**config.mk**
```make
export PLATFORM = sky130hd
export DESIGN_NAME = pintc_controller
export DESIGN_NICKNAME = d
export VERILOG_FILES = /design/src/hw/pintc_controller.v
export VERILOG_INCLUDE_DIRS = /design/src /design/src/pkg
export SDC_FILE = /design/constraint.sdc
export NUM_CORES = 1
export LEC_CHECK = 0
export BUFFER_PORTS_ARGS = -buffer_cell sky130_fd_sc_hd__clkbuf_2
export CORE_MARGIN = 3
export CORE_UTILIZATION = 30
export CTS_CLUSTER_DIAMETER = 80
export CTS_CLUSTER_SIZE = 24
export DETAILED_ROUTE_END_ITERATION = 8
export PLACE_DENSITY = 0.63
export SLEW_MARGIN = 40
export SYNTH_ARGS = -nofsm -noshare
export SYNTH_HDL_FRONTEND = slang
export SYNTH_SLANG_ARGS = --single-unit
```
**constraint.sdc**
```tcl
create_clock -name core_clk -period 2.5 [get_ports core_clk]
set_input_delay 0.375 -clock core_clk [delete_from_list [all_inputs] [get_ports core_clk]]
set_output_delay 0.375 -clock core_clk [all_outputs]
set_load 0.01 [all_outputs]
```
**src/pkg/pintc_defines.vh**
```
// constants of the fixed-priority interrupt controller
// Overview of operation
// - fixed priority, index 0 wins
// - grant injects one service instruction only
// - service instruction fetched from words 0..31
// - debug beats stack beats peripheral requests
// - single-instruction interrupt completes as fast
// - interrupt-call disables interrupts, pushes pc
// - interrupt-return re-enables interrupts
// - plain call or jump keeps interrupts enabled
// - enable and run masks, 32 bits, readable
// - mask bit n governs interrupt n
// - only enabled interrupts served; reset zero (stack and debug requests bypass the enable mask, debug also the global enable)
// - halted plus run bit releases halt
// - halted without run bit stays halted for peripheral grants; stack and debug grants always release halt
`ifndef PINTC_DEFINES_VH
`define PINTC_DEFINES_VH
// peripheral-space register indices
`define PINTC_ADDR_W 2
`define PINTC_ENABLE_MASK_ADDR 2'h0
`define PINTC_HALT_WAKE_MASK_ADDR 2'h1
`define PINTC_ENABLE_MASK_RESET 32'h00000000
`define PINTC_HALT_WAKE_MASK_RESET 32'h00000000
// sizes
`define PINTC_NUM_IRQ 32
`define PINTC_SLOT_W 5
`define PINTC_INSTR_W 32
// source codes
`define PINTC_SRC_PER 2'h0
`define PINTC_SRC_STACK 2'h1
`define PINTC_SRC_DBG 2'h2
`endif

```
**src/hw/pintc_controller.v**
```verilog
// fixed-priority interrupt controller with service instruction injection
`timescale 1ns/10ps
`include "pintc_defines.vh"
module pintc_controller (
  // clock and reset
  input wire core_clk,
  input wire rst,
  // interrupt sources
  input wire [31:0] perReq,
  input wire stackReq,
  input wire [4:0] stackSlot,
  input wire dbgReq,
  input wire [4:0] dbgSlot,
  // ack to sources
  output reg [31:0] perAck,
  output reg stackAck,
  output reg dbgAck,
  // program memory read port
  output reg fetchReq,
  output reg [4:0] fetchAddr,
  input wire fetchValid,
  input wire [31:0] fetchData,
  // pipeline injection
  output reg injValid,
  output reg [31:0] injInstr,
  input wire injReady,
  // core status
  input wire coreHalted,
  input wire execCallint,
  input wire execRetint,
  output reg intEnabled,
  output reg haltRelease,
  output reg haltKeep,
  // peripheral space access
  input wire [1:0] periphAddr,
  input wire periphWrEn,
  input wire [31:0] periphWrData,
  input wire periphRdEn,
  output reg [31:0] periphRdData
);

  // ****************************************
  // states and storage
  // ****************************************
  localparam [2:0] ST_IDLE = 3'h1;
  localparam [2:0] ST_FETCH = 3'h2;
  localparam [2:0] ST_INJECT = 3'h4;

  reg [2:0] state;
  reg [31:0] enableMask;
  reg [31:0] haltWakeMask;
  reg [1:0] grantSrc;
  reg [4:0] grantIdx;
  reg grantWake;

  // ****************************************
  // helper functions
  // ****************************************
  // lowest set bit wins
  function [5:0] first_set;
    input [31:0] vec;
    integer i;
    begin
      first_set = 6'h20;
      for (i = 31; i >= 0; i = i - 1) begin
        if (vec[i]) begin
          first_set = i[5:0];
        end
      end
    end
  endfunction

  // one-hot word for a served slot
  function [31:0] slot_bit;
    input [4:0] slot;
    begin
      slot_bit = 32'h00000001 << slot;
    end
  endfunction

  // peripheral-space index match
  function reg_hit;
    input [1:0] addr;
    input [1:0] idx;
    begin
      reg_hit = (addr == idx);
    end
  endfunction

  // ****************************************
  // arbitration
  // ****************************************
  wire [31:0] perEligible = perReq & enableMask & {32{intEnabled}};
  wire [5:0] perWin = first_set(perEligible);
  wire perAny = ~perWin[5];
  wire stackAny = stackReq & intEnabled;
  reg candValid;
  reg [1:0] candSrc;
  reg [4:0] candIdx;

  always @* begin
    candValid = 1'b1;
    candSrc = `PINTC_SRC_PER;
    candIdx = perWin[4:0];
    if (dbgReq) begin
      candSrc = `PINTC_SRC_DBG;
      candIdx = dbgSlot;
    end else if (stackAny) begin
      candSrc = `PINTC_SRC_STACK;
      candIdx = stackSlot;
    end else if (!perAny) begin
      candValid = 1'b0;
    end
  end

  // ****************************************
  // grant, fetch and inject sequence
  // ****************************************
  always @(posedge core_clk) begin
    if (rst) begin
      state <= ST_IDLE;
      grantSrc <= `PINTC_SRC_PER;
      grantIdx <= 5'h00;
      grantWake <= 1'b0;
      fetchReq <= 1'b0;
      fetchAddr <= 5'h00;
      injValid <= 1'b0;
      injInstr <= 32'h00000000;
      perAck <= 32'h00000000;
      stackAck <= 1'b0;
      dbgAck <= 1'b0;
      haltRelease <= 1'b0;
      haltKeep <= 1'b0;
    end else begin
      perAck <= 32'h00000000;
      stackAck <= 1'b0;
      dbgAck <= 1'b0;
      haltRelease <= 1'b0;
      haltKeep <= 1'b0;
      case (state)
        ST_IDLE: begin
          if (candValid) begin
            grantSrc <= candSrc;
            grantIdx <= candIdx;
            grantWake <= (candSrc != `PINTC_SRC_PER) | (|(haltWakeMask & slot_bit(candIdx)));
            fetchReq <= 1'b1;
            fetchAddr <= candIdx;
            state <= ST_FETCH;
          end
        end
        ST_FETCH: begin
          if (fetchValid) begin
            fetchReq <= 1'b0;
            injInstr <= fetchData;
            injValid <= 1'b1;
            state <= ST_INJECT;
          end
        end
        ST_INJECT: begin
          if (injReady) begin
            injValid <= 1'b0;
            state <= ST_IDLE;
            if (grantSrc == `PINTC_SRC_DBG) begin
              dbgAck <= 1'b1;
            end else if (grantSrc == `PINTC_SRC_STACK) begin
              stackAck <= 1'b1;
            end else begin
              perAck <= slot_bit(grantIdx);
            end
            if (coreHalted) begin
              haltRelease <= grantWake;
              haltKeep <= ~grantWake;
            end
          end
        end
        default: begin
          state <= ST_IDLE;
          fetchReq <= 1'b0;
          injValid <= 1'b0;
        end
      endcase
    end
  end

  // ****************************************
  // global interrupt enable
  // ****************************************
  always @(posedge core_clk) begin
    if (rst) begin
      intEnabled <= 1'b1;
    end else if (execCallint) begin
      intEnabled <= 1'b0;
    end else if (execRetint) begin
      intEnabled <= 1'b1;
    end
  end

  // ****************************************
  // mask registers
  // ****************************************
  // write strobes per register index
  wire enableWrite = periphWrEn & reg_hit(periphAddr, `PINTC_ENABLE_MASK_ADDR);
  wire wakeWrite = periphWrEn & reg_hit(periphAddr, `PINTC_HALT_WAKE_MASK_ADDR);

  always @(posedge core_clk) begin
    if (rst) begin
      enableMask <= `PINTC_ENABLE_MASK_RESET;
      haltWakeMask <= `PINTC_HALT_WAKE_MASK_RESET;
      periphRdData <= 32'h00000000;
    end else begin
      if (enableWrite) begin
        enableMask <= periphWrData;
      end
      if (wakeWrite) begin
        haltWakeMask <= periphWrData;
      end
      if (periphRdEn) begin
        case (periphAddr)
          `PINTC_ENABLE_MASK_ADDR: periphRdData <= enableMask;
          `PINTC_HALT_WAKE_MASK_ADDR: periphRdData <= haltWakeMask;
          default: periphRdData <= 32'h00000000;
        endcase
      end
    end
  end

endmodule // pintc_controller

```
* After elaboration in Yosys (flattened, before gate mapping)
Index checks and enable logic that the tools add are counted.
** Operators by class
- Shift operators :: 2
- Multiplexer cells :: 54
- Reductions and logical operators :: 13
- Equality and inequality tests :: 9
- Bitwise gates (word level) :: 12
** Operator list (count)
- $mux 6 :: 32
- $and 32x32->32 :: 3
- $pmux 32 s2 :: 1
- $shl 1x5->32 const A :: 2
- $reduce_or 32->1 :: 1
- $mux 1 :: 12
- $mux 5 :: 2
- $mux 3 :: 3
- $pmux 3 s3 :: 1
- $reduce_and 3->1 :: 3
- $reduce_or 4->1 :: 2
- $ne 2x2->1 const B :: 3
- $pmux 1 s3 :: 2
- $not 1->1 :: 5
- $reduce_or 5->1 :: 1
- $eq 2x1->1 const B :: 2
- $reduce_and 2->1 :: 2
- $reduce_bool 2->1 :: 2
- $and 1x1->1 :: 3
- $eq 3x1->1 const B :: 1
- $eq 3x2->1 const B :: 1
- $eq 3x3->1 const B :: 1
- $reduce_or 3->1 :: 1
- $eq 2x2->1 const B :: 1
- 3 further kinds :: 3
** Storage, ports and cells
- Output and inout port bits :: 108
- Flip-flop bits (word level) :: 178

* Logic depth before layout (Yosys ltp)
Gate-level depths: netlist (run 1).
- Depth in word-level cells :: 40
- Depth in mapped cells :: 13
- Gate-level depth less buffers :: 9

* Worst setup path before layout (run 1)
OpenSTA, ideal clock, no wires.
- Path kind :: input -> register
- Start :: in perReq[5]
- End :: reg grantWake
- Slack :: 0.059 ns
- Stages :: 10
- Path buffers :: 1
- Data required time :: 2.370 ns
- Data arrival time :: 2.311 ns
- Cells stage by stage :: and2_1 > o31a_1 > o31ai_1 > and2_1 > buf_6 > mux2i_1 > mux2i_1 > a211o_1 > a2111oi_2 > a311oi_1
** On the way
- Word-level cells in the longest chain between the ends :: 14
- Elaborated cells on any way between the ends :: 18
** Ends and longest elaborated chain
- start: declaration :: line pintc_controller.v:9 : input wire [31:0] perReq,
- $and 32x32->32 (*) (2 in series) :: line pintc_controller.v:93 : wire [31:0] perEligible = perReq & enableMask & {32{intEnabled}};
- $mux 6 (*) (6 in series) :: line pintc_controller.v:66 : if (vec[i]) begin
- $mux 5 :: line pintc_controller.v:108 : end else if (stackAny) begin
- $mux 5 :: line pintc_controller.v:105 : if (dbgReq) begin
- $shl 1x5->32 :: line pintc_controller.v:77 : slot_bit = 32'h00000001 << slot;
- $and 32x32->32 :: line pintc_controller.v:145 : grantWake <= (candSrc != `PINTC_SRC_PER) | (|(haltWakeMask & slot_bit(candIdx)));
- $reduce_or 32->1 :: line pintc_controller.v:145
- $or 1x1->1 :: line pintc_controller.v:145
- end signal: assignment :: line pintc_controller.v:145
- end: declaration :: line pintc_controller.v:54 : reg grantWake;
Every way passes the cells marked *; elsewhere a longest branch is shown, timed or not.
A chain may end at the register's enable or synchronous reset.

* Worst setup path in the final report (run 1)
- Start :: reg enableMask[7]
- End :: reg grantWake
** On the way
- Word-level cells in the longest chain between the ends :: 16
- Elaborated cells on any way between the ends :: 20
** Ends and longest elaborated chain
- start: declaration :: line pintc_controller.v:50 : reg [31:0] enableMask;
- start signal: assignment :: line pintc_controller.v:207 : enableMask <= `PINTC_ENABLE_MASK_RESET;
- start signal: assignment :: line pintc_controller.v:212 : enableMask <= periphWrData;
- $and 32x32->32 (*) (2 in series) :: line pintc_controller.v:93
- $mux 6 (*) (8 in series) :: line pintc_controller.v:66
- $mux 5 :: line pintc_controller.v:108
- $mux 5 :: line pintc_controller.v:105
- $shl 1x5->32 :: line pintc_controller.v:77
- $and 32x32->32 :: line pintc_controller.v:145
- $reduce_or 32->1 :: line pintc_controller.v:145
- $or 1x1->1 :: line pintc_controller.v:145
Marked as above.

==> qor.json, run 1 <==
{
  "outcome": {
    "outcome": "finished, violations left",
    "violations": "negative setup slack"
  },
  "critical_path": {
    "timing_worst_setup_path_type": "reg2reg",
    "setup.worst_path.end_class": "register",
    "critical_path.slowest_cell": "sky130_fd_sc_hd__dfxtp_2",
    "setup.reg_to_reg.worst_slack_ns": -0.04,
    "timing.critical_path.arrival_ns": 2.85,
    "cp_cell_sequence": "a22o_1, o31a_1, o31ai_4, and2_4, buf_6, mux2i_2, mux2i_1, mux2_4, mux2i_1, a311oi_1",
    "crit-reg2reg-capture": "grantWake",
    "worstPathRequired_ns": 2.81,
    "worst_r2r_startpoint": "enableMask[7]",
    "worst_path_most_repeated_cell": "sky130_fd_sc_hd__mux2i_1",
    "worstRegToRegCells": 10,
    "start_kind": "register",
    "critical-path-max-stage-delay_ns": 0.34,
    "buffers_and_inverters_on_the_worst_path": 1,
    "critical_path.max_fanout": 8,
    "critPathTopFamily": "compound AO/OA/AOI/OAI gates"
  },
  "grt": {
    "grt.total_usage": 0.178,
    "first_global_vias": 6952,
    "grt_first_pass_wirelength_um": 38000,
    "global_route.overflow_total": 0,
    "grt_start_max_net_pins": 143,
    "grt_antenna_before_repair": 1
  },
  "power": {
    "power_density_nw_per_um2": 646,
    "vdd_ir_drop_max_mv": 0.324,
    "power.leakage_nw": 4.35
  },
  "min_path": {
    "holdPathStages": 2,
    "worst_min_delay_path_startpoint": "execCallint",
    "min_path_type": "in2reg",
    "hold_end": "intEnabled"
  },
  "floorplanning": {
    "floorplan.core_area_um2": 24500,
    "cell_row_count": 57,
    "floorplan.initialDensity": 0.308,
    "floorplan.io_pins": 227,
    "die-width_um": 165,
    "fp.dieH_um": 165,
    "fp.dieArea_um2": 27100
  },
  "placed_design": {
    "dpl.cell_count": 1514,
    "dp_hpwl_um": 18700,
    "pre_cts_ws_ns": -0.423,
    "dpl_cell_area_um2": 9570,
    "placement.io_buffers": 226,
    "routabilityCongestion": 0.862
  },
  "finish": {
    "post_route_cells_drive_above_1_share": 0.340,
    "multi_input_comb_area_um2": 3850,
    "syn2layout_area_growth_pct": 36.1,
    "finish.net_count": 1329,
    "postLayoutCellArea_um2": 10300,
    "sequential_cell_area_um2": 3570,
    "utilization": 0.419,
    "finalNonFillerCells": 1548,
    "nFillCells": 2534
  },
  "sta": {
    "finalClockSkew_ns": 0.0101,
    "final_hold_violation_count": 0,
    "report.final.slew_viol_count": 0,
    "measured_slew_at_the_worst_slew_check_pin_ns": 0.730,
    "maxClockFrequency_mhz": 394,
    "final.hold.worst_slack_ns": 0.152,
    "min_period_over_period": 1.02,
    "final-setup-viol-count": 1,
    "rsz_0062_raised_after_global_routing": "yes",
    "period_needed_ns": 2.54,
    "fin_ws_ns": -0.0396,
    "max_slew_margin": 0.513
  },
  "synth": {
    "avgSynthCellArea_um2": 8.10,
    "yosys-top-cells-area": "sky130_fd_sc_hd__dfxtp_1 (47%), sky130_fd_sc_hd__nand2_1 (12%), sky130_fd_sc_hd__a21oi_1 (9.6%)",
    "yosys_warning_count": 0,
    "syn-num-nets": 1052,
    "synth_async_sr_flop_share": 0,
    "synth-seq-area-share": 0.472,
    "mappedNetlistArea_um2": 7550,
    "synth-seq-cells": 178,
    "yosysTopAreaCellShare": 0.472,
    "dominant_cell_type_by_area_after_synthesis": "sky130_fd_sc_hd__dfxtp_1",
    "synthCells": 933,
    "synth_edf_count": 0,
    "synth_cell_types": 60,
    "synth-main-ff-cell": "sky130_fd_sc_hd__dfxtp_1"
  },
  "routing": {
    "detailed_router_iteration_count_before_antenna_repair": 5,
    "drcViolationCount": 0,
    "detail_route.vias_per_cell": 4.79,
    "routed_wirelength_um": 25100,
    "vias": 7418,
    "post_drt_wl_per_cell_um": 16.2,
    "antenna_violating_nets_post_route": 0,
    "dr.first_iter.drc_count": 532
  },
  "clock_tree": {
    "tritoncts.num_buffers": 17,
    "clockBufferDepth": 2,
    "clock_tree.root_cell": "sky130_fd_sc_hd__clkbuf_16",
    "worst_skew_pair_latency_ns": 0.43,
    "cts_htree_levels": 4,
    "clkSinkCount": 178,
    "tritoncts": "built",
    "cts.reportedPaths.clkPinSlew_ns": 0.07
  },
  "flow_run": {
    "max_capacitance_violation_total": 0
  }
}
==> repair_timing <==
action                     CTS  global route
buffers inserted             1             0
pin swaps                    6             3
hold buffers                 0             0
setup endpoints to repair    1             1
resized for setup           15            10
gates cloned                 0             0
==> worst max-delay path by stage <==
stage / endpoint / depth (start not counted) / startpoint / slack, ns
after floorplan: grantWake / 10 / perReq[5] / 0.06
after global placement: grantWake / 11 / perReq[7] / -0.30
after detailed placement: grantWake / 11 / perReq[7] / -0.42
after CTS: grantWake / 9 / enableMask[7] / -0.02
after global routing: grantWake / 11 / intEnabled / -0.11
final: grantWake / 10 / enableMask[7] / -0.04
==> layer usage <==
metal / track usage / share of wire / vias to the layer above
li1: - / - / 3742
met1: 0.241 / 0.45 / 3416
met2: 0.289 / 0.48 / 235
met3: 0.0371 / 0.058 / 25
met4: 0.0511 / 0.014 / 0
met5: 0 / 0 / -
==> cells in the mapped netlist (2+ instances only) <==
cell and instances:
sky130_fd_sc_hd__mux2_2 34, sky130_fd_sc_hd__a311oi_1 3, sky130_fd_sc_hd__nand3_1 14, sky130_fd_sc_hd__nor2b_1 36
sky130_fd_sc_hd__a32o_1 2, sky130_fd_sc_hd__mux2i_1 12, sky130_fd_sc_hd__a211o_1 3, sky130_fd_sc_hd__o31ai_1 2
sky130_fd_sc_hd__nor3_1 10, sky130_fd_sc_hd__and3_1 6, sky130_fd_sc_hd__a211oi_1 3, sky130_fd_sc_hd__a31oi_1 4
sky130_fd_sc_hd__buf_1 5, sky130_fd_sc_hd__a21oi_1 145, sky130_fd_sc_hd__o31a_1 4, sky130_fd_sc_hd__buf_4 2
sky130_fd_sc_hd__a22o_1 11, sky130_fd_sc_hd__buf_2 3, sky130_fd_sc_hd__dfxtp_1 178, sky130_fd_sc_hd__inv_1 3
sky130_fd_sc_hd__a22oi_1 6, sky130_fd_sc_hd__nor3b_1 3, sky130_fd_sc_hd__a41oi_1 2, sky130_fd_sc_hd__o21bai_1 3
sky130_fd_sc_hd__and4b_1 2, sky130_fd_sc_hd__o41ai_1 2, sky130_fd_sc_hd__o21ai_0 8, sky130_fd_sc_hd__nand3b_1 6
sky130_fd_sc_hd__mux2_1 2, sky130_fd_sc_hd__and2_1 7, sky130_fd_sc_hd__clkbuf_1 49, sky130_fd_sc_hd__o2111a_1 2
sky130_fd_sc_hd__o211ai_1 2, sky130_fd_sc_hd__nand2b_1 7, sky130_fd_sc_hd__nand4_1 3, sky130_fd_sc_hd__nand2_1 234
sky130_fd_sc_hd__buf_6 2, sky130_fd_sc_hd__or2_2 2, sky130_fd_sc_hd__nor2_1 89, sky130_fd_sc_hd__o21a_1 2
==> state kept, by name, indices dropped and copies added (netlist names), 2 cells and up <==
register,flops
grantIdx,5
injInstr,32
perAck,32
enableMask,32
grantSrc,2
periphRdData,32
state,3
haltWakeMask,32
==> per-stage QoR <==
stage | power, mW | setup TNS, ns
finish | 6.64 | -0.0396
CTS | 6.70 | -0.0249
floorplan | 3.57 | 0
global route | 6.92 | -0.106
global placement | 4.01 | -0.298
detailed placement | 4.02 | -0.423
==> where the power goes <==
part / internal, mW / switching, mW
sequential: 2.92 / 0.0980
clock: 1.41 / 1.24
combinational: 0.437 / 0.538
==> layout by cell type (no fill, tap or decap), types with 4 or more instances in the layout <==
cell / Yosys / final
sky130_fd_sc_hd__nand2_1: 234 / 234
sky130_fd_sc_hd__clkbuf_2: 0 / 225
sky130_fd_sc_hd__dfxtp_1: 178 / 176
sky130_fd_sc_hd__a21oi_1: 145 / 143
sky130_fd_sc_hd__buf_4: 2 / 91
sky130_fd_sc_hd__nor2_1: 89 / 89
sky130_fd_sc_hd__nor2b_1: 36 / 35
sky130_fd_sc_hd__mux2_2: 34 / 33
sky130_fd_sc_hd__clkbuf_16: 0 / 17
sky130_fd_sc_hd__nand3_1: 14 / 14
sky130_fd_sc_hd__a22o_1: 11 / 11
sky130_fd_sc_hd__mux2i_1: 12 / 11
sky130_fd_sc_hd__nor3_1: 10 / 9
sky130_fd_sc_hd__o21ai_0: 8 / 8
sky130_fd_sc_hd__nand2b_1: 7 / 7
sky130_fd_sc_hd__nand3b_1: 6 / 6
sky130_fd_sc_hd__and3_1: 6 / 6
sky130_fd_sc_hd__and2_1: 7 / 6
sky130_fd_sc_hd__o31a_1: 4 / 4
sky130_fd_sc_hd__a31oi_1: 4 / 4
==> cell families (layout without fill, tap and decap cells) <==
| logic type | count (synthesis) | after routing | share of synthesized area |
|---|---|---|---|
| buf+inv | 65 | 355 | 0.0358 |
| flops | 178 | 178 | 0.472 |
| simple gates | 424 | 424 | 0.244 |
| compound gates | 218 | 218 | 0.179 |
| mux | 48 | 48 | 0.0696 |
| other cells | 0 | 1 | 0 |
==> area by class of cell <==
type,instances,area share
multi-input cells,690,0.375
clock buffers,18,0.0418
inverters,4,0.00146
repair buffers,319,0.181
flip-flops and latches,178,0.347
diodes,1,0.000243
well taps,324,0.0394
clock inverters,14,0.0145
==> worst register-to-register path, stage by stage (launching register included) <==
cell	delay, ns
sky130_fd_sc_hd__dfxtp_2	0.34
sky130_fd_sc_hd__a22o_1	0.22
sky130_fd_sc_hd__o31a_1	0.34
sky130_fd_sc_hd__o31ai_4	0.28
sky130_fd_sc_hd__and2_4	0.24
sky130_fd_sc_hd__buf_6	0.15
sky130_fd_sc_hd__mux2i_2	0.22
sky130_fd_sc_hd__mux2i_1	0.10
sky130_fd_sc_hd__mux2_4	0.28
sky130_fd_sc_hd__mux2i_1	0.15
sky130_fd_sc_hd__a311oi_1	0.11
No activity file was read; power rests on OpenSTA's default activity.
==> run 2: changes to the inputs <==
--- a/config.mk
+++ b/config.mk
@@ -9,6 +9,7 @@
 export BUFFER_PORTS_ARGS = -buffer_cell sky130_fd_sc_hd__clkbuf_2
 export CORE_MARGIN = 3
 export CORE_UTILIZATION = 30
+export CTS_BUF_LIST = sky130_fd_sc_hd__clkbuf_2 sky130_fd_sc_hd__clkbuf_4 sky130_fd_sc_hd__clkbuf_8
 export CTS_CLUSTER_DIAMETER = 80
 export CTS_CLUSTER_SIZE = 24
 export DETAILED_ROUTE_END_ITERATION = 8
==> qor.json, run 2 (synthesized netlist as in run 1, its figures left out) <==
{
  "finish": {
    "most_frequent_standard_cell_in_the_layout_excluding_fill_and_tap_cells": {"value": "sky130_fd_sc_hd__nand2_1", "change": "unchanged"},
    "post_route_cells_drive_above_1_share": {"value": 0.342, "change": "was 0.340"},
    "syn2layout_area_growth": {"value": 33.6, "unit": "%", "change": "was 36.1%"},
    "most-common-layout-cells": {"value": "sky130_fd_sc_hd__nand2_1 (234), sky130_fd_sc_hd__clkbuf_2 (225), sky130_fd_sc_hd__dfxtp_1 (176)", "change": "unchanged"},
    "postLayoutCellArea": {"value": 10100, "unit": "um^2", "change": "was 10300 um^2"},
    "utilization": {"value": 0.411, "change": "was 0.419"},
    "finish.net_count": {"value": 1330, "change": "was 1329"},
    "nFillCells": {"value": 2548, "change": "was 2534"}
  },
  "floorplanning": {
    "floorplan.initialDensity": {"value": 0.308, "change": "unchanged"},
    "floorplan.core_area": {"value": 24500, "unit": "um^2", "change": "unchanged"},
    "fp.dieArea": {"value": 27100, "unit": "um^2", "change": "unchanged"},
    "cell_row_count": {"value": 57, "change": "unchanged"},
    "floorplan.io_pins": {"value": 227, "change": "unchanged"},
    "die-width": {"value": 165, "unit": "um", "change": "unchanged"},
    "fp.dieH": {"value": 165, "unit": "um", "change": "unchanged"}
  },
  "outcome": {
    "outcome": {"value": "finished, violations left", "change": "unchanged"},
    "violations": {"value": "negative setup slack", "change": "unchanged"}
  },
  "grt": {
    "first_global_vias": {"value": 6985, "change": "was 6952"},
    "grt_start_max_net_pins": {"value": 143, "change": "unchanged"},
    "global_route.overflow_total": {"value": 0, "change": "unchanged"},
    "grt.total_usage": {"value": 0.179, "change": "was 0.178"},
    "grt_antenna_before_repair": {"value": 1, "change": "unchanged"},
    "grt_first_pass_wirelength": {"value": 38100, "unit": "um", "change": "was 38000 um"}
  },
  "routing": {
    "routed_wirelength": {"value": 25100, "unit": "um", "change": "about the same"},
    "dr.first_iter.drc_count": {"value": 482, "change": "was 532"},
    "vias": {"value": 7442, "change": "was 7418"},
    "detailed_router_iteration_count_before_antenna_repair": {"value": 5, "change": "unchanged"},
    "antenna_violating_nets_post_route": {"value": 0, "change": "unchanged"},
    "drcViolationCount": {"value": 0, "change": "unchanged"},
    "detail_route.vias_per_cell": {"value": 4.80, "change": "was 4.79"},
    "post_drt_wl_per_cell": {"value": 16.2, "unit": "um", "change": "about the same"}
  },
  "min_path": {
    "worst_min_delay_path_startpoint": {"value": "coreHalted", "change": "was execCallint"},
    "min_path_type": {"value": "in2reg", "change": "unchanged"},
    "holdPathStages": {"value": 3, "change": "was 2"},
    "hold_end": {"value": "haltKeep", "change": "was intEnabled"}
  },
  "placed_design": {
    "placement.io_buffers": {"value": 226, "change": "unchanged"},
    "routabilityCongestion": {"value": 0.862, "change": "unchanged"},
    "dp_hpwl": {"value": 18700, "unit": "um", "change": "unchanged"},
    "dpl_cell_area": {"value": 9570, "unit": "um^2", "change": "unchanged"},
    "pre_cts_ws": {"value": -0.423, "unit": "ns", "change": "unchanged"}
  },
  "critical_path": {
    "setup.worst_path.end_class": {"value": "register", "change": "unchanged"},
    "worstRegToRegCells": {"value": 9, "change": "was 10"},
    "timing.critical_path.arrival": {"value": 2.86, "unit": "ns", "change": "was 2.85 ns"},
    "worst_r2r_startpoint": {"value": "enableMask[7]", "change": "unchanged"},
    "start_kind": {"value": "register", "change": "unchanged"},
    "timing_worst_setup_path_type": {"value": "reg2reg", "change": "unchanged"},
    "critical_path.max_fanout": {"value": 6, "change": "was 8"},
    "setup.reg_to_reg.worst_slack": {"value": -0.02, "unit": "ns", "change": "was -0.04 ns"},
    "worstPathRequired": {"value": 2.85, "unit": "ns", "change": "was 2.81 ns"},
    "crit-reg2reg-capture": {"value": "grantWake", "change": "unchanged"}
  },
  "clock_tree": {
    "cts_htree_levels": {"value": 4, "change": "unchanged"},
    "clkSinkCount": {"value": 178, "change": "unchanged"},
    "cts.reportedPaths.clkPinSlew": {"value": 0.10, "unit": "ns", "change": "was 0.07 ns"},
    "tritoncts.num_buffers": {"value": 17, "change": "unchanged"},
    "clock_tree.root_cell": {"value": "sky130_fd_sc_hd__clkbuf_8", "change": "was sky130_fd_sc_hd__clkbuf_16"},
    "worst_skew_pair_latency": {"value": 0.46, "unit": "ns", "change": "was 0.43 ns"},
    "tritoncts": {"value": "built", "change": "unchanged"},
    "postCtsHoldBufs": {"value": 0, "change": "unchanged"},
    "clockBufferDepth": {"value": 2, "change": "unchanged"}
  },
  "power": {
    "power.share.clock": {"value": 0.332, "change": "was 0.398"},
    "swShare": {"value": 0.300, "change": "was 0.282"},
    "power_switching": {"value": 1.80, "unit": "mW", "change": "was 1.87 mW"},
    "comb_power_share": {"value": 0.163, "change": "was 0.147"},
    "power_density": {"value": 593, "unit": "nW/um^2", "change": "was 646 nW/um^2"},
    "power.leakage": {"value": 4.27, "unit": "nW", "change": "was 4.35 nW"},
    "p_seq_frac": {"value": 0.505, "change": "was 0.455"},
    "power_report.internal_total": {"value": 4.19, "unit": "mW", "change": "was 4.77 mW"},
    "vdd_ir_drop_max": {"value": 0.342, "unit": "mV", "change": "was 0.324 mV"}
  },
  "sta": {
    "max_slew_margin": {"value": 0.499, "change": "was 0.513"},
    "fin_ws": {"value": -0.0187, "unit": "ns", "change": "was -0.0396 ns"},
    "min_period_over_period": {"value": 1.01, "change": "was 1.02"},
    "final-setup-viol-count": {"value": 1, "change": "unchanged"},
    "measured_slew_at_the_worst_slew_check_pin": {"value": 0.751, "unit": "ns", "change": "was 0.730 ns"},
    "period_needed": {"value": 2.52, "unit": "ns", "change": "was 2.54 ns"},
    "finalClockSkew": {"value": 0.0121, "unit": "ns", "change": "was 0.0101 ns"},
    "final_hold_violation_count": {"value": 0, "change": "unchanged"},
    "report.final.slew_viol_count": {"value": 0, "change": "unchanged"},
    "maxClockFrequency": {"value": 397, "unit": "MHz", "change": "was 394 MHz"},
    "fin_setup_tns": {"value": -0.0187, "unit": "ns", "change": "was -0.0396 ns"},
    "rsz_0062_raised_after_global_routing": {"value": "yes", "change": "unchanged"}
  },
  "flow_run": {
    "max_capacitance_violation_total": {"value": 0, "change": "unchanged"}
  }
}
## run 2: changes by cell type in the layout (fill, tap and decap cells not counted)
cell / delta
sky130_fd_sc_hd__buf_4: +1
sky130_fd_sc_hd__clkbuf_16: -17
sky130_fd_sc_hd__mux2_4: -1
sky130_fd_sc_hd__clkbuf_8: +17
sky130_fd_sc_hd__clkbuf_1: -1
sky130_fd_sc_hd__clkbuf_4: +1
sky130_fd_sc_hd__mux2_2: +1
## run 2: final cells by class
| class | count | area [um^2] | share of cell area |
|---|---|---|---|
| multi-input combinational | 690 | 3850 | 0.381 |
| sequential | 178 | 3570 | 0.353 |
| timing repair buffer | 320 | 1870 | 0.185 |
| tap | 324 | 405 | 0.0402 |
| clock buffer | 18 | 241 | 0.0239 |
| clock inverter | 14 | 149 | 0.0147 |
| inverter | 4 | 15.0 | 0.00149 |
| antenna | 1 | 2.50 | 0.000248 |
## run 2: worst max-delay path by stage
stage	from	end	slack, ns	cells past startpoint
5_1_grt	intEnabled	grantWake	-0.11	11
4_1_cts	enableMask[7]	grantWake	-0.01	9
3_3_place_gp	perReq[7]	grantWake	-0.30	11
2_1_floorplan	perReq[5]	grantWake	0.06	10
6_report	enableMask[7]	grantWake	-0.02	9
3_5_place_dp	perReq[7]	grantWake	-0.42	11
## run 2: metrics by stage
step / cells / hold slack, ns / power [mW]
2_1_floorplan: 933 / 0.403 / 3.57
3_3_place_gp: 1514 / 0.441 / 4.01
3_5_place_dp: 1514 / 0.446 / 4.02
4_1_cts: 1548 / 0.0880 / 6.04
5_1_grt: 1549 / 0.0923 / 6.27
6_report: 1549 / 0.120 / 5.99
## run 2: critical path, stage by stage, from the launching register on
cell,delay (ns)
sky130_fd_sc_hd__dfxtp_2,0.34
sky130_fd_sc_hd__a22o_1,0.22
sky130_fd_sc_hd__o31a_1,0.34
sky130_fd_sc_hd__o31ai_4,0.27
sky130_fd_sc_hd__and2_4,0.24
sky130_fd_sc_hd__mux2i_1,0.21
sky130_fd_sc_hd__mux2i_1,0.10
sky130_fd_sc_hd__a211o_1,0.30
sky130_fd_sc_hd__a2111oi_4,0.30
sky130_fd_sc_hd__a311oi_1,0.08
## run 2: repair_timing
item                                    in CTS  in global routing
gates resized for setup                     17                  7
endpoints found under the hold margin        0                  0
buffers inserted                             2                  0
pin swaps                                    6                  2
endpoints found under the setup margin       1                  1
## run 2: layer usage
layer	vias to the layer above	GRT usage	part of all wire
met4	0	0.0515	0.017
met2	221	0.291	0.47
met3	34	0.0329	0.056
li1	3742	-	-
met5	-	0	0
met1	3445	0.242	0.45
## run 2: power by group through the flow
| stage | registers, mW | clock network (mW) | logic (mW) |
|---|---|---|---|
| 3_5_place_dp | 3.09 | 0 | 0.936 |
| 3_3_place_gp | 3.09 | 0 | 0.927 |
| 4_1_cts | 3.02 | 2.05 | 0.964 |
| 5_1_grt | 3.04 | 2.16 | 1.07 |
| 6_report | 3.02 | 1.99 | 0.975 |
| 2_1_floorplan | 3.07 | 0 | 0.500 |
==> run 3: changes to the inputs <==
--- a/config.mk
+++ b/config.mk
@@ -14,6 +14,7 @@
 export CTS_CLUSTER_SIZE = 24
 export DETAILED_ROUTE_END_ITERATION = 8
 export PLACE_DENSITY = 0.63
+export REMOVE_ABC_BUFFERS = 1
 export SLEW_MARGIN = 40
 export SYNTH_ARGS = -nofsm -noshare
 export SYNTH_HDL_FRONTEND = slang
==> qor.json, run 3 (synthesized netlist as in run 1, its figures left out) <==
{
  "routing": {
    "vias": {"value": 7463, "change": "was 7442"},
    "detail_route.vias_per_cell": {"value": 4.81, "change": "was 4.80"},
    "antenna_violating_nets_post_route": {"value": 0, "change": "unchanged"},
    "routed_wirelength": {"value": 25200, "unit": "um", "change": "was 25100 um"},
    "detailed_router_iteration_count_before_antenna_repair": {"value": 5, "change": "unchanged"},
    "drcViolationCount": {"value": 0, "change": "unchanged"},
    "post_drt_wl_per_cell": {"value": 16.3, "unit": "um", "change": "was 16.2 um"},
    "dr.first_iter.drc_count": {"value": 496, "change": "was 482"}
  },
  "floorplanning": {
    "cell_row_count": {"value": 57, "change": "unchanged"},
    "die-width": {"value": 165, "unit": "um", "change": "unchanged"},
    "floorplan.initialDensity": {"value": 0.308, "change": "unchanged"},
    "floorplan.core_area": {"value": 24500, "unit": "um^2", "change": "unchanged"},
    "floorplan.io_pins": {"value": 227, "change": "unchanged"},
    "fp.dieArea": {"value": 27100, "unit": "um^2", "change": "unchanged"},
    "fp.dieH": {"value": 165, "unit": "um", "change": "unchanged"}
  },
  "sta": {
    "final_hold_violation_count": {"value": 0, "change": "unchanged"},
    "report.final.slew_viol_count": {"value": 0, "change": "unchanged"},
    "min_period_over_period": {"value": 1.02, "change": "was 1.01"},
    "finalClockSkew": {"value": 0.0165, "unit": "ns", "change": "was 0.0121 ns"},
    "fin_ws": {"value": -0.0424, "unit": "ns", "change": "was -0.0187 ns"},
    "period_needed": {"value": 2.54, "unit": "ns", "change": "was 2.52 ns"},
    "final-setup-viol-count": {"value": 1, "change": "unchanged"},
    "rsz_0062_raised_after_global_routing": {"value": "yes", "change": "unchanged"},
    "max_slew_margin": {"value": 0.461, "change": "was 0.499"},
    "maxClockFrequency": {"value": 393, "unit": "MHz", "change": "was 397 MHz"},
    "measured_slew_at_the_worst_slew_check_pin": {"value": 0.808, "unit": "ns", "change": "was 0.751 ns"},
    "final.hold.worst_slack": {"value": 0.102, "unit": "ns", "change": "was 0.120 ns"}
  },
  "power": {
    "totalPowerFinal": {"value": 5.87, "unit": "mW", "change": "was 5.99 mW"},
    "power.leakage": {"value": 4.27, "unit": "nW", "change": "about the same"},
    "power_density": {"value": 582, "unit": "nW/um^2", "change": "was 593 nW/um^2"},
    "vdd_ir_drop_max": {"value": 0.248, "unit": "mV", "change": "was 0.342 mV"}
  },
  "critical_path": {
    "start_kind": {"value": "register", "change": "unchanged"},
    "timing_worst_setup_path_type": {"value": "reg2reg", "change": "unchanged"},
    "buffers_and_inverters_on_the_worst_path": {"value": 1, "change": "was 0"},
    "worstPathRequired": {"value": 2.84, "unit": "ns", "change": "was 2.85 ns"},
    "setup.reg_to_reg.worst_slack": {"value": -0.04, "unit": "ns", "change": "was -0.02 ns"},
    "critical-path-max-stage-delay": {"value": 0.34, "unit": "ns", "change": "about the same"},
    "critPathTopFamily": {"value": "compound AO/OA/AOI/OAI gates", "change": "unchanged"},
    "critical_path.slowest_cell": {"value": "sky130_fd_sc_hd__dfxtp_2", "change": "unchanged"},
    "timing.critical_path.arrival": {"value": 2.89, "unit": "ns", "change": "was 2.86 ns"},
    "worst_r2r_startpoint": {"value": "enableMask[30]", "change": "was enableMask[7]"},
    "crit-reg2reg-capture": {"value": "grantWake", "change": "unchanged"},
    "worstRegToRegCells": {"value": 10, "change": "was 9"},
    "critical_path.max_fanout": {"value": 6, "change": "unchanged"},
    "cp_cell_sequence": {"value": "a22o_1, buf_4, nor4b_1, o31a_1, o221ai_2, nand2_2, mux2i_1, a211o_1, a2111oi_4, a311oi_1", "change": "was a22o_1, o31a_1, o31ai_4, and2_4, mux2i_1, mux2i_1, a211o_1, a2111oi_4, a311oi_1"},
    "setup.worst_path.end_class": {"value": "register", "change": "unchanged"}
  },
  "clock_tree": {
    "cts_htree_levels": {"value": 4, "change": "unchanged"},
    "tritoncts": {"value": "built", "change": "unchanged"},
    "clock_tree.root_cell": {"value": "sky130_fd_sc_hd__clkbuf_8", "change": "unchanged"},
    "cts.reportedPaths.clkPinSlew": {"value": 0.10, "unit": "ns", "change": "about the same"},
    "worst_skew_pair_latency": {"value": 0.45, "unit": "ns", "change": "was 0.46 ns"},
    "clockBufferDepth": {"value": 2, "change": "unchanged"},
    "tritoncts.num_buffers": {"value": 17, "change": "unchanged"},
    "clkSinkCount": {"value": 178, "change": "unchanged"}
  },
  "finish": {
    "diodes": {"value": 0, "change": "was 1"},
    "post_route_cells_drive_above_1_share": {"value": 0.346, "change": "was 0.342"},
    "finalNonFillerCells": {"value": 1550, "change": "was 1549"},
    "most_frequent_standard_cell_in_the_layout_excluding_fill_and_tap_cells": {"value": "sky130_fd_sc_hd__nand2_1", "change": "unchanged"},
    "syn2layout_area_growth": {"value": 33.6, "unit": "%", "change": "about the same"},
    "finish.net_count": {"value": 1333, "change": "was 1330"},
    "most-common-layout-cells": {"value": "sky130_fd_sc_hd__nand2_1 (233), sky130_fd_sc_hd__clkbuf_2 (225), sky130_fd_sc_hd__dfxtp_1 (176)", "change": "was sky130_fd_sc_hd__nand2_1 (234), sky130_fd_sc_hd__clkbuf_2 (225), sky130_fd_sc_hd__dfxtp_1 (176)"},
    "utilization": {"value": 0.411, "change": "about the same"}
  },
  "grt": {
    "first_global_vias": {"value": 7005, "change": "was 6985"},
    "grt.total_usage": {"value": 0.180, "change": "was 0.179"},
    "global_route.overflow_total": {"value": 0, "change": "unchanged"},
    "grt_start_max_net_pins": {"value": 143, "change": "unchanged"},
    "met2_capacity_usage_during_global_routing": {"value": 0.306, "change": "was 0.291"},
    "met3_usage": {"value": 0.0426, "change": "was 0.0329"},
    "grt_antenna_before_repair": {"value": 0, "change": "was 1"},
    "grt_first_pass_wirelength": {"value": 38400, "unit": "um", "change": "was 38100 um"},
    "gr-max-usage-layer": {"value": "met2", "change": "unchanged"},
    "grt_use_met1": {"value": 0.234, "change": "was 0.242"}
  },
  "placed_design": {
    "dpl.cell_count": {"value": 1517, "change": "was 1514"},
    "dp_hpwl": {"value": 18600, "unit": "um", "change": "was 18700 um"},
    "placement.io_buffers": {"value": 226, "change": "unchanged"},
    "pre_cts_ws": {"value": -0.361, "unit": "ns", "change": "was -0.423 ns"},
    "routabilityCongestion": {"value": 0.883, "change": "was 0.862"}
  },
  "min_path": {
    "min_path_type": {"value": "in2reg", "change": "unchanged"},
    "hold_end": {"value": "intEnabled", "change": "was haltKeep"},
    "worst_min_delay_path_startpoint": {"value": "execCallint", "change": "was coreHalted"},
    "holdPathStages": {"value": 2, "change": "was 3"}
  },
  "flow_run": {
    "max_capacitance_violation_total": {"value": 0, "change": "unchanged"}
  },
  "outcome": {
    "outcome": {"value": "finished, violations left", "change": "unchanged"},
    "violations": {"value": "negative setup slack", "change": "unchanged"}
  }
}
==> run 3: cell count changes in the layout (fill, tap and decap cells not counted), moves of 2 or more <==
cell                      delta
sky130_fd_sc_hd__a22oi_1     +2
sky130_fd_sc_hd__buf_4       +4
sky130_fd_sc_hd__a22oi_2     -2
sky130_fd_sc_hd__a21oi_2     +2
sky130_fd_sc_hd__o21ai_0     -2
sky130_fd_sc_hd__o21ai_1     +2
sky130_fd_sc_hd__a22o_1      -2
sky130_fd_sc_hd__a21oi_1     -2
==> run 3: where the power goes <==
group	total, mW	internal [mW]	switching [mW]
logic	1.01	0.446	0.559
registers	3.02	2.92	0.0988
clock network	1.85	0.712	1.13
total	5.87	4.08	1.79
==> run 3: timing repair <==
item	4_1_cts	5_1_grt
hold buffers	0	0
setup buffers	2	0
endpoints found under the setup margin	1	4
cloned	0	0
pin swaps	5	12
gates resized for setup	14	17
==> run 3: cell type report <==
cell class / instances / area, um^2
clock buffers: 18 / 241
flip-flops and latches: 178 / 3570
clock inverters: 13 / 104
multi-input cells: 690 / 3870
fillers: 2533 / 14400
repair buffers: 323 / 1890
inverters: 4 / 15.0
well taps: 324 / 405
==> run 3: how the worst max path moves through the flow <==
stage | from | end | slack [ns] | depth (start not counted)
floorplan | intEnabled | grantWake | -0.51 | 9
global placement | perReq[7] | grantWake | -0.31 | 11
detailed placement | perReq[7] | grantWake | -0.36 | 11
CTS | enableMask[30] | grantWake | -0.04 | 11
global route | enableMask[4] | grantWake | -0.12 | 10
finish | enableMask[30] | grantWake | -0.04 | 10
==> run 3: per-layer routing <==
| layer | up-vias | part of all wire |
|---|---|---|
| met4 | 0 | 0.0091 |
| met2 | 251 | 0.47 |
| li1 | 3741 | - |
| met5 | - | 0 |
| met1 | 3454 | 0.46 |
| met3 | 17 | 0.066 |
==> run 3: stage by stage <==
step / cell area, um^2 / setup TNS, ns
floorplan: 7300 / -2.63
global placement: 9590 / -0.307
detailed placement: 9590 / -0.361
CTS: 10000 / -0.0391
global route: 10100 / -0.124
finish: 10100 / -0.0424
==> run 3: worst register-to-register path: stages (launching register included) <==
cell	delay (ns)
sky130_fd_sc_hd__dfxtp_2	0.34
sky130_fd_sc_hd__a22o_1	0.25
sky130_fd_sc_hd__buf_4	0.15
sky130_fd_sc_hd__nor4b_1	0.13
sky130_fd_sc_hd__o31a_1	0.27
sky130_fd_sc_hd__o221ai_2	0.27
sky130_fd_sc_hd__nand2_2	0.17
sky130_fd_sc_hd__mux2i_1	0.17
sky130_fd_sc_hd__a211o_1	0.30
sky130_fd_sc_hd__a2111oi_4	0.32
sky130_fd_sc_hd__a311oi_1	0.08
